**src/hdl/pbpp_pkg.sv**
```systemverilog
// Shared constants and types for the processor bus peripheral port.
// Assumes a single 125 MHz clock; bus phases are one-cycle enable pulses.
package pbpp_pkg;
  // ==========================================================
  // Bus widths
  localparam int ADDR_W = 16;
  localparam int DATA_W = 8;
  localparam int STAT_W = 8;
  // ==========================================================
  // Status word bit positions
  localparam int ST_INTA = 0;
  localparam int ST_WO_N = 1;
  localparam int ST_STACK = 2;
  localparam int ST_HLTA = 3;
  localparam int ST_OUT = 4;
  localparam int ST_M1 = 5;
  localparam int ST_INP = 6;
  localparam int ST_MEMR = 7;
  // ==========================================================
  // Reset values and timing counts
  localparam logic [DATA_W-1:0] DATA_RST = 8'h00;
  localparam logic [STAT_W-1:0] STAT_RST = 8'h00;
  localparam int PHASE_DIV = 4;
  localparam int WAIT_CYCLES = 2;
  // ==========================================================
  // Bus styles and host states
  typedef enum logic [0:0] {
    PBPP_SHARED = 1'b0,
    PBPP_STATUS = 1'b1
  } pbpp_style_t;
  typedef enum logic [2:0] {
    PBPP_IDLE = 3'b000,
    PBPP_STAT = 3'b001,
    PBPP_ADDR = 3'b010,
    PBPP_STRB = 3'b011,
    PBPP_WAIT = 3'b100,
    PBPP_DONE = 3'b101
  } pbpp_state_t;
endpackage

```
**src/hdl/pbpp_if.sv**
```systemverilog
// Interface joining the peripheral and the processor-side bus end.
// Assumes the bench resolves the shared data bus from the enables.
`timescale 1ns/1ns
`default_nettype none
interface pbpp_if;
  import pbpp_pkg::*;
  logic [ADDR_W-1:0] addr;
  logic [DATA_W-1:0] dataHost;
  logic dataHostOe;
  logic [DATA_W-1:0] dataPeri;
  logic dataPeriOe;
  logic readWrite;
  logic valid_address_qualifier;
  logic data_bus_drive_enable;
  logic data_in_strobe;
  logic writeStrobe;
  logic cycleStatusStrobe;
  logic phase1;
  logic phase2;
  logic ready;
  modport peri (input addr, dataHost, dataHostOe, readWrite, valid_address_qualifier,
    data_bus_drive_enable, data_in_strobe, writeStrobe, cycleStatusStrobe, phase1, phase2,
    output dataPeri, dataPeriOe, ready);
  modport host (output addr, dataHost, dataHostOe, readWrite, valid_address_qualifier,
    data_bus_drive_enable, data_in_strobe, writeStrobe, cycleStatusStrobe, phase1, phase2,
    input dataPeri, dataPeriOe, ready);
endinterface
`default_nettype wire

```
**src/hdl/pbpp_processor.sv**
```systemverilog
// Processor end: runs single read or write cycles on the bus.
// Assumes one request at a time; req is a one-cycle pulse.
`timescale 1ns/1ns
`default_nettype none
module pbpp_processor import pbpp_pkg::*; (
  input wire logic clk,
  input wire logic rst_n,
  input wire pbpp_style_t busStyle,
  pbpp_if.host bus,
  input wire logic req,
  input wire logic reqWrite,
  input wire logic reqIo,
  input wire logic [ADDR_W-1:0] reqAddr,
  input wire logic [DATA_W-1:0] reqData,
  output logic busy,
  output logic done,
  output logic [DATA_W-1:0] rdData
);
  // ==========================================================
  // Phase divider
  logic [1:0] divCnt;
  pbpp_state_t state;
  logic isWrite;
  always_ff @(posedge clk) begin
    if (!rst_n) begin
      divCnt <= 2'h0;
    end else begin
      divCnt <= divCnt + 2'h1;
    end
  end
  assign bus.phase1 = (divCnt == 2'h0);
  assign bus.phase2 = (divCnt == 2'h2);
  assign bus.data_bus_drive_enable = bus.phase2 || state == PBPP_STRB;
  // ==========================================================
  // Cycle sequencer
  always_ff @(posedge clk) begin
    if (!rst_n) begin
      state <= PBPP_IDLE;
      isWrite <= 1'b0;
      bus.addr <= 16'h0000;
      bus.dataHost <= DATA_RST;
      bus.dataHostOe <= 1'b0;
      bus.readWrite <= 1'b1;
      bus.valid_address_qualifier <= 1'b0;
      bus.data_in_strobe <= 1'b0;
      bus.writeStrobe <= 1'b0;
      bus.cycleStatusStrobe <= 1'b0;
      rdData <= DATA_RST;
      done <= 1'b0;
    end else begin
      done <= 1'b0;
      case (state)
        PBPP_IDLE: begin
          if (req) begin
            isWrite <= reqWrite;
            bus.addr <= reqAddr;
            if (busStyle == PBPP_STATUS) begin
              bus.dataHost <= {!reqIo && !reqWrite, reqIo && !reqWrite, 1'b0, reqIo && reqWrite,
                3'h0, !reqWrite};
              bus.dataHostOe <= 1'b1;
              bus.cycleStatusStrobe <= 1'b1;
              state <= PBPP_STAT;
            end else begin
              bus.valid_address_qualifier <= 1'b1;
              bus.readWrite <= !reqWrite;
              state <= PBPP_ADDR;
            end
          end
        end
        PBPP_STAT: begin
          if (bus.phase1) begin
            bus.cycleStatusStrobe <= 1'b0;
            bus.dataHostOe <= 1'b0;
            state <= PBPP_ADDR;
          end
        end
        PBPP_ADDR: begin
          if (bus.phase2) begin
            bus.dataHost <= reqData;
            bus.dataHostOe <= isWrite;
            bus.writeStrobe <= isWrite && busStyle == PBPP_STATUS;
            bus.data_in_strobe <= !isWrite && busStyle == PBPP_STATUS;
            state <= PBPP_STRB;
          end
        end
        PBPP_STRB: begin
          if (bus.ready) begin
            state <= PBPP_DONE;
          end
        end
        PBPP_DONE: begin
          if (!isWrite) begin
            rdData <= bus.dataPeri;
          end
          bus.writeStrobe <= 1'b0;
          bus.data_in_strobe <= 1'b0;
          bus.valid_address_qualifier <= 1'b0;
          bus.readWrite <= 1'b1;
          bus.dataHostOe <= 1'b0;
          done <= 1'b1;
          state <= PBPP_IDLE;
        end
        default: begin
          state <= PBPP_IDLE;
        end
      endcase
    end
  end
  assign busy = (state != PBPP_IDLE);
endmodule
`default_nettype wire

```
**src/flat_wrapper.sv**
```systemverilog
// flat-port wrapper written by rule: the top's interface ports become plain ports
module pbpp_processor_flat import pbpp_pkg::*;
  (clk, rst_n, busStyle, req, reqWrite, reqIo, reqAddr, reqData, busy, done, rdData, bus_addr, bus_dataHost, bus_dataHostOe, bus_readWrite, bus_valid_address_qualifier, bus_data_bus_drive_enable, bus_data_in_strobe, bus_writeStrobe, bus_cycleStatusStrobe, bus_phase1, bus_phase2, bus_dataPeri, bus_dataPeriOe, bus_ready);
  pbpp_if bus_i ();
  input wire logic clk;
  input wire logic rst_n;
  input wire pbpp_style_t busStyle;
  input wire logic req;
  input wire logic reqWrite;
  input wire logic reqIo;
  input wire logic [ADDR_W-1:0] reqAddr;
  input wire logic [DATA_W-1:0] reqData;
  output logic busy;
  output logic done;
  output logic [DATA_W-1:0] rdData;
  output wire logic [$bits(bus_i.addr)-1:0] bus_addr;
  output wire logic [$bits(bus_i.dataHost)-1:0] bus_dataHost;
  output wire logic [$bits(bus_i.dataHostOe)-1:0] bus_dataHostOe;
  output wire logic [$bits(bus_i.readWrite)-1:0] bus_readWrite;
  output wire logic [$bits(bus_i.valid_address_qualifier)-1:0] bus_valid_address_qualifier;
  output wire logic [$bits(bus_i.data_bus_drive_enable)-1:0] bus_data_bus_drive_enable;
  output wire logic [$bits(bus_i.data_in_strobe)-1:0] bus_data_in_strobe;
  output wire logic [$bits(bus_i.writeStrobe)-1:0] bus_writeStrobe;
  output wire logic [$bits(bus_i.cycleStatusStrobe)-1:0] bus_cycleStatusStrobe;
  output wire logic [$bits(bus_i.phase1)-1:0] bus_phase1;
  output wire logic [$bits(bus_i.phase2)-1:0] bus_phase2;
  input wire logic [$bits(bus_i.dataPeri)-1:0] bus_dataPeri;
  input wire logic [$bits(bus_i.dataPeriOe)-1:0] bus_dataPeriOe;
  input wire logic [$bits(bus_i.ready)-1:0] bus_ready;
  assign bus_addr = bus_i.addr;
  assign bus_dataHost = bus_i.dataHost;
  assign bus_dataHostOe = bus_i.dataHostOe;
  assign bus_readWrite = bus_i.readWrite;
  assign bus_valid_address_qualifier = bus_i.valid_address_qualifier;
  assign bus_data_bus_drive_enable = bus_i.data_bus_drive_enable;
  assign bus_data_in_strobe = bus_i.data_in_strobe;
  assign bus_writeStrobe = bus_i.writeStrobe;
  assign bus_cycleStatusStrobe = bus_i.cycleStatusStrobe;
  assign bus_phase1 = bus_i.phase1;
  assign bus_phase2 = bus_i.phase2;
  assign bus_i.dataPeri = bus_dataPeri;
  assign bus_i.dataPeriOe = bus_dataPeriOe;
  assign bus_i.ready = bus_ready;
  pbpp_processor u_core (.clk(clk), .rst_n(rst_n), .busStyle(busStyle), .bus(bus_i), .req(req), .reqWrite(reqWrite), .reqIo(reqIo), .reqAddr(reqAddr), .reqData(reqData), .busy(busy), .done(done), .rdData(rdData));
endmodule
```
**config.mk**
```make
export PLATFORM = sky130hd
export DESIGN_NAME = pbpp_processor_flat
export DESIGN_NICKNAME = d
export VERILOG_FILES = /design/src/hdl/pbpp_pkg.sv /design/src/hdl/pbpp_if.sv /design/src/hdl/pbpp_processor.sv /design/src/flat_wrapper.sv
export SDC_FILE = /design/constraint.sdc
export NUM_CORES = 1
export LEC_CHECK = 0
export BUFFER_PORTS_ARGS = -buffer_cell sky130_fd_sc_hd__buf_2
export CAP_MARGIN = 20
export CORE_UTILIZATION = 35
export CTS_CLUSTER_DIAMETER = 120
export DETAILED_ROUTE_END_ITERATION = 8
export PLACE_DENSITY = 0.71
export SLEW_MARGIN = 20
export SYNTH_ARGS = -nofsm -noshare
export SYNTH_HDL_FRONTEND = slang
export SYNTH_SLANG_ARGS = --single-unit
```
**constraint.sdc**
```tcl
create_clock -name clk -period 3.25 [get_ports clk]
set_input_delay 0.65 -clock clk [delete_from_list [all_inputs] [get_ports clk]]
set_output_delay 0.65 -clock clk [all_outputs]
set_load 0.05 [all_outputs]
```
==> results_dict.tcl, run 1 <==
set metrics [dict create \
    status "complete, no violations" \
    syn-mean-instance-area_um2 8.54 \
    synthesis.nets 266 \
    final_cells 370 \
    cts-resized-gates 0 \
    drc 0 \
    cp_data_arrival_time_ns 1.55 \
    antenna_found_initial 0 \
    clock_path_buffers 2 \
    synth.ff_latch_count 45 \
    seq_area_frac_synth 0.471 \
    die_y_um 75.9 \
    cts_buffers 5 \
    rrSetupSlack_ns 1.54 \
    drt_iter0_drc 27 \
    ctsRootBufferMaster "clkbuf_8" \
    cts_tree "built" \
    synth_cell_types 39 \
    die_w_um 75.9 \
    finalHoldViolCount 0 \
    slew-limit-headroom 0.572 \
    dpl_cell_area_mm2 0.00233 \
    insertion_delay_ns 0.30 \
    coreArea_mm2 0.00517 \
    boundaryPins 83 \
    cp-start-kind "register" \
    synth_top_area_cell "dfxtp_1" \
    worstPathCellList "nor2b_1, a21o_1, buf_2" \
    irDropWorstVdd_mv 0.449 \
    critical_path.startpoint "u_core.state[1]$_SDFFE_PN0P_" \
    yosysMostFrequentCell "nand2_1" \
    regToRegStartpoint "u_core.state[1]$_SDFFE_PN0P_" \
    yosysTopAreaCellShare 0.471 \
    maxCapViolCount 0 \
    worst_pin_slew_ns 0.641 \
    synth_area_mm2 0.00191 \
    synth_area_leaders "dfxtp_1 47%, nand2_1 11%, a21boi_0 6.3%" \
    ys_async_sr_fraction 0 \
    hpwl_um 3060 \
    rsz0062_at_grt "no" \
    cts_max_level 2 \
    critical-path-max-stage-delay_ns 0.61 \
    io_buffers 81 \
    rr_endpoint "u_core.bus.readWrite$_SDFFE_PN1P_" \
    setup_viol 0 \
    hp-class "register to register" \
    finalNetCount 341 \
    synthAdderAreaFrac 0.0131 \
    nFillCells 529 \
    leakagePower_uw 0.00111 \
    holdBufCountCts 0 \
    antenna_left 0 \
    crit_slowest_cell "dfxtp_1" \
    fmax_mhz 454 \
    final.setup.tns_ns 0 \
    area_delta_synth_final_pct 27.1 \
    power_density_mw_per_mm2 736 \
    drive_above_1_share 0.317 \
    cts.clk_slew.worst_paths_ns 0.08 \
    grt-ovfl-total 0 \
    synthSimpleGateAreaFrac 0.232 \
    cp.required_ns 2.60 \
    fin_crit_sh 0.678 \
    via_count 1749 \
    rows 26 \
    synth_xor_area_frac 0 \
    fin_skew_ns 0.00628 \
    endpoint "bus_data_bus_drive_enable" \
    n_antenna_cell 0 \
    fin_crit_ns 2.20 \
    gr-usage-all-layers 0.153 \
    ys_warn_count 0 \
    dp.cells 362 \
    final_max_slew_viol_count 0 \
    start_util 0.370 \
    worstRegToRegCells 4 \
    die-area_mm2 0.00577 \
    cts_sinks 45 \
    grt_pass1_vias 1493 \
    synth_ff_type "dfxtp_1" \
    wire_per_inst_um 11.8 \
    routed_wirelength_um 4360 \
    critPathMaxFanout 15 \
    synthTopCellsByCount "56 x nand2_1, 45 x dfxtp_1, 16 x a21boi_0" \
    place_congestion 0.720 \
    synth_compound_area_frac 0.222 \
    dr.pass1.iters 4 \
    synthMuxAreaShare 0.0105 \
    post_drt_via_cell_ratio 4.73 \
    grt_pass1_wl_um 7150 \
    synth-edff-count 0 \
    crit_type "register to output port" \
    post_cts.repair.setup_buffers 0 \
    post-route-cell-area_mm2 0.00243 \
    grt_max_degree 35 \
    critPathCaptureType "output port" \
    synth_top_family_by_area "simple AND/OR/NAND/NOR gates" \
    syn_inst 224 \
]
cell usage in the layout (no fill, tap or decap), drive strengths merged, types with 4 or more instances in the layout:
| cell type | n |
|---|---|
| a21boi | 25 |
| a21oi | 14 |
| and2 | 4 |
| buf | 82 |
| clkbuf | 7 |
| dfxtp | 45 |
| inv | 4 |
| nand2 | 57 |
| nor2 | 8 |
| nor2b | 5 |
| nor3 | 5 |
| o21ai | 16 |
| o22ai | 5 |
how the worst min path moves through the flow:
stage                                 from                     endpoint  slack (ns)  cells past startpoint
6_report       u_core.divCnt[0]$_SDFF_PN0_  u_core.divCnt[0]$_SDFF_PN0_        0.41                      1
5_1_grt        u_core.divCnt[0]$_SDFF_PN0_  u_core.divCnt[0]$_SDFF_PN0_        0.43                      1
3_5_place_dp   u_core.divCnt[0]$_SDFF_PN0_  u_core.divCnt[0]$_SDFF_PN0_        0.41                      1
3_3_place_gp   u_core.divCnt[0]$_SDFF_PN0_  u_core.divCnt[0]$_SDFF_PN0_        0.40                      1
2_1_floorplan  u_core.divCnt[0]$_SDFF_PN0_  u_core.divCnt[0]$_SDFF_PN0_        0.39                      1
4_1_cts        u_core.divCnt[0]$_SDFF_PN0_  u_core.divCnt[0]$_SDFF_PN0_        0.42                      1
through the flow:
stage / power, uW / util / hold slack, ns / worst slack, ns
after floorplan: 1300 / - / 0.392 / 1.30
after global placement: 1420 / 0.450 / 0.403 / 1.42
after detailed placement: 1430 / 0.450 / 0.406 / 1.40
after CTS: 1810 / 0.470 / 0.420 / 1.04
after global routing: 1900 / 0.470 / 0.429 / 0.954
final: 1790 / 0.470 / 0.412 / 1.05
final cells by class:
class                   count  area [um2]  share of cell area
clock buffers               7        96.3              0.0396
flip-flops and latches     45         901               0.371
well taps                  70        87.6              0.0360
inverters                   4        15.0             0.00618
multi-input cells         161         913               0.376
repair buffers             82         413               0.170
clock inverters             1        5.00             0.00206
kinds of logic (layout without fill, tap and decap cells):
group | after synthesis | count (layout)
and+or+nand+nor | 90 | 90
DFF | 45 | 45
buffers and inverters | 18 | 94
AOI/OAI and AO/OA | 67 | 67
muxes | 2 | 2
adders and majority gates | 2 | 2
routing by layer:
layer  wire length [um]  GRT usage  vias to the layer above
li1                   -          -                      910
met1               2160      0.201                      769
met2               1840      0.234                       62
met3                290     0.0446                        8
met4                 62     0.0635                        0
met5                  0          0                        -
flip-flops by register name (all words and copies together), names as in the netlist, 2 cells and up:
register             cells
u_core.bus.addr         16
u_core.state             3
u_core.divCnt            2
u_core.rdData            8
u_core.bus.dataHost      8
critical path: cells and delay by family, from the launching register on:
| kind | cells | cell delay (ns) |
|---|---|---|
| DFF | 1 | 0.61 |
| and+or+nand+nor | 1 | 0.25 |
| buffers and inverters | 1 | 0.25 |
| AOI/OAI and AO/OA | 1 | 0.13 |
where the power goes:
part	switching, uW	leakage, uW	internal, uW
clock network	186	0.0000542	192
logic	497	0.000691	198
registers	83.1	0.000367	634
total	766	0.00111	1020
No activity file was read; power rests on OpenSTA's default activity.
==> run 2, diff against run 1 <==
--- a/config.mk
+++ b/config.mk
@@ -10,7 +10,7 @@
 export CORE_UTILIZATION = 35
 export CTS_CLUSTER_DIAMETER = 120
 export DETAILED_ROUTE_END_ITERATION = 8
-export PLACE_DENSITY = 0.71
+export PLACE_DENSITY = 0.73
 export SLEW_MARGIN = 20
 export SYNTH_ARGS = -nofsm -noshare
 export SYNTH_HDL_FRONTEND = slang
==> constraint.sdc (replaced) <==
create_clock -name clk -period 1.9 [get_ports clk]
set_input_delay 0.38 -clock clk [delete_from_list [all_inputs] [get_ports clk]]
set_output_delay 0.38 -clock clk [all_outputs]
set_load 0.05 [all_outputs]
==> run 2 against run 1 <==
Against the previous run:
- sequential power increased by 67%
- die area stayed put
- non-clock buffer count grew 5
- via count grew 2.1%
- global-route usage rose by 0.46 points
- core utilization grew 0.48 points
- final cell count increased by 1.4%
- setup slack worse by 0.90 ns
- count of clock-buffer cells in the layout down 2
- power increased by 70%
- sequential share of layout area shrank 0.33 points
- largest cell class unchanged
- largest power group is now combinational cells
==> results_dict.tcl, run 2 (same netlist as run 1, synthesis figures left out) <==
set metrics [dict create \
    io_buffers 81 \
    grt_max_degree 30 \
    crit_type "register to output port" \
    final_cell_mix "81 x buf_2, 56 x nand2_1, 44 x dfxtp_1, 16 x a21boi_0, 15 x o21ai_0" \
    n_antenna_cell 0 \
    worstHoldStart "reqAddr[7]" \
    hpwl_um 3190 \
    clock_path_buffers 2 \
    critical-path-max-stage-delay_ns 0.60 \
    setup_viol 0 \
    cts_buffers 5 \
    final_max_slew_viol_count 0 \
    final.setup.tns_ns 0 \
    finalPower_uw 3040 \
    cp-start-kind "register" \
    fmax_mhz 570 \
    worst_pin_slew_ns 0.450 \
    largest_reg_flops 16 \
    final_common_cell "buf_2" \
    die_w_um 75.9 \
    worstRegToRegCells 6 \
    finalHoldViolCount 0 \
    cts_sinks 45 \
    crit_family "flip-flops" \
    irDropWorstVdd_mv 0.671 \
    post_cts.repair.setup_buffers 0 \
    regMostFlops "u_core.bus.addr" \
    place_congestion 0.743 \
    coreArea_mm2 0.00517 \
    drive_above_1_share 0.334 \
    cts_max_level 2 \
    die-area_mm2 0.00577 \
    grt_pass1_vias 1558 \
    hold_end "u_core.bus.addr[7]$_SDFFE_PN0P_" \
    cp_data_arrival_time_ns 1.38 \
    p_switching_uw 1330 \
    critPathMaxFanout 10 \
    dr.pass1.iters 4 \
    swShare 0.438 \
    boundaryPins 83 \
    min_path_cells 3 \
    rsz0062_at_grt "no" \
    fin_crit_sh 0.924 \
    post_drt_via_cell_ratio 4.76 \
    gr-usage-all-layers 0.158 \
    ctsRootBufferMaster "clkbuf_8" \
    hp-class "input port to register" \
    cp.required_ns 1.52 \
    power_density_mw_per_mm2 1240 \
    grt-ovfl-total 0 \
    antenna_left 0 \
    crit_buf_inv 2 \
    start_util 0.370 \
    routed_wirelength_um 4470 \
    wire_per_inst_um 11.9 \
    cts.clk_slew.worst_paths_ns 0.08 \
    insertion_delay_ns 0.30 \
    rrSetupSlack_ns 0.35 \
    rows 26 \
    crit_slowest_cell "dfxtp_1" \
    grt_pass1_wl_um 7310 \
    pwr-share-seq 0.397 \
    status "complete, no violations" \
    fin_skew_ns 0.00655 \
    maxCapViolCount 0 \
    fin_crit_ns 1.76 \
    drc 0 \
    antenna_found_initial 0 \
    finalNetCount 346 \
    area_delta_synth_final_pct 28.4 \
    leakagePower_uw 0.00113 \
    worstPathCellList "nor3_2, inv_1, buf_2" \
    cts_tree "built" \
    critPathCaptureType "output port" \
    drt_iter0_drc 53 \
    share_comb_of_total_power 0.410 \
    internal_power_uw 1710 \
    via_count 1785 \
    slew-limit-headroom 0.699 \
    regToRegStartpoint "u_core.divCnt[0]$_SDFF_PN0_" \
    die_y_um 75.9 \
    rr_endpoint "u_core.bus.dataHost[0]$_SDFFE_PN0P_" \
    nFillCells 528 \
    reg.largest.list "u_core.bus.addr: 16 flops, u_core.bus.dataHost: 8 flops, u_core.rdData: 8 flops" \
    clockPowerShare 0.193 \
]
-- run 2: tightest hold or removal path: cells and delay by family --
family	cells	cell delay [ns]
AO/OA/AOI/OAI	1	0.05
buffers and inverters	1	0.10
AND/OR/NAND/NOR	1	0.04
-- run 2: power groups by stage --
stage | combinational [uW] | sequential (uW) | clock (uW)
floorplan | 627 | 1590 | 0
global placement | 1240 | 1220 | 0
detailed placement | 1250 | 1220 | 0
CTS | 1260 | 1200 | 609
global route | 1330 | 1230 | 653
finish | 1250 | 1200 | 586
-- run 2: layer usage --
layer,wire (um),global-route usage,part of all wire
met5,0,0,0
met4,68,0.0769,0.015
met1,2160,0.214,0.48
met2,1990,0.236,0.45
met3,246,0.0337,0.055
-- run 2: stage by stage --
step	std cells	setup slack, ns	util	area [um2]	hold slack (ns)
after floorplan	224	0.223	-	1910	0.392
after global placement	367	0.240	0.458	2370	0.402
after detailed placement	367	0.171	0.458	2370	0.409
after CTS	375	0.134	0.475	2450	0.308
after global routing	375	0.0325	0.475	2460	0.309
final	375	0.145	0.475	2460	0.314
-- run 2: cell type report --
type | instances | area [um2] | area share
Tap cell | 70 | 87.6 | 0.0357
Inverter | 4 | 15.0 | 0.00611
Clock inverter | 3 | 17.5 | 0.00713
Sequential cell | 45 | 902 | 0.367
Multi-Input combinational cell | 161 | 915 | 0.372
Timing Repair Buffer | 87 | 450 | 0.183
Clock buffer | 5 | 68.8 | 0.0280
-- run 2: worst max path at each step --
stage	startpoint	end	depth (start not counted)
final	u_core.state[0]$_SDFFE_PN0P_	busy	3
after global routing	u_core.state[1]$_SDFFE_PN0P_	bus_data_bus_drive_enable	3
after CTS	u_core.state[1]$_SDFFE_PN0P_	bus_data_bus_drive_enable	3
after detailed placement	u_core.state[1]$_SDFFE_PN0P_	u_core.bus.addr[12]$_SDFFE_PN0P_	4
after global placement	u_core.state[1]$_SDFFE_PN0P_	u_core.bus.addr[0]$_SDFFE_PN0P_	4
after floorplan	u_core.divCnt[0]$_SDFF_PN0_	bus_data_bus_drive_enable	3
-- run 2: timing repair --
action                     4_1_cts  5_1_grt
setup endpoints to repair        1        1
pin swaps                        0        0
gates resized for setup          1        1
hold buffers                     0        0
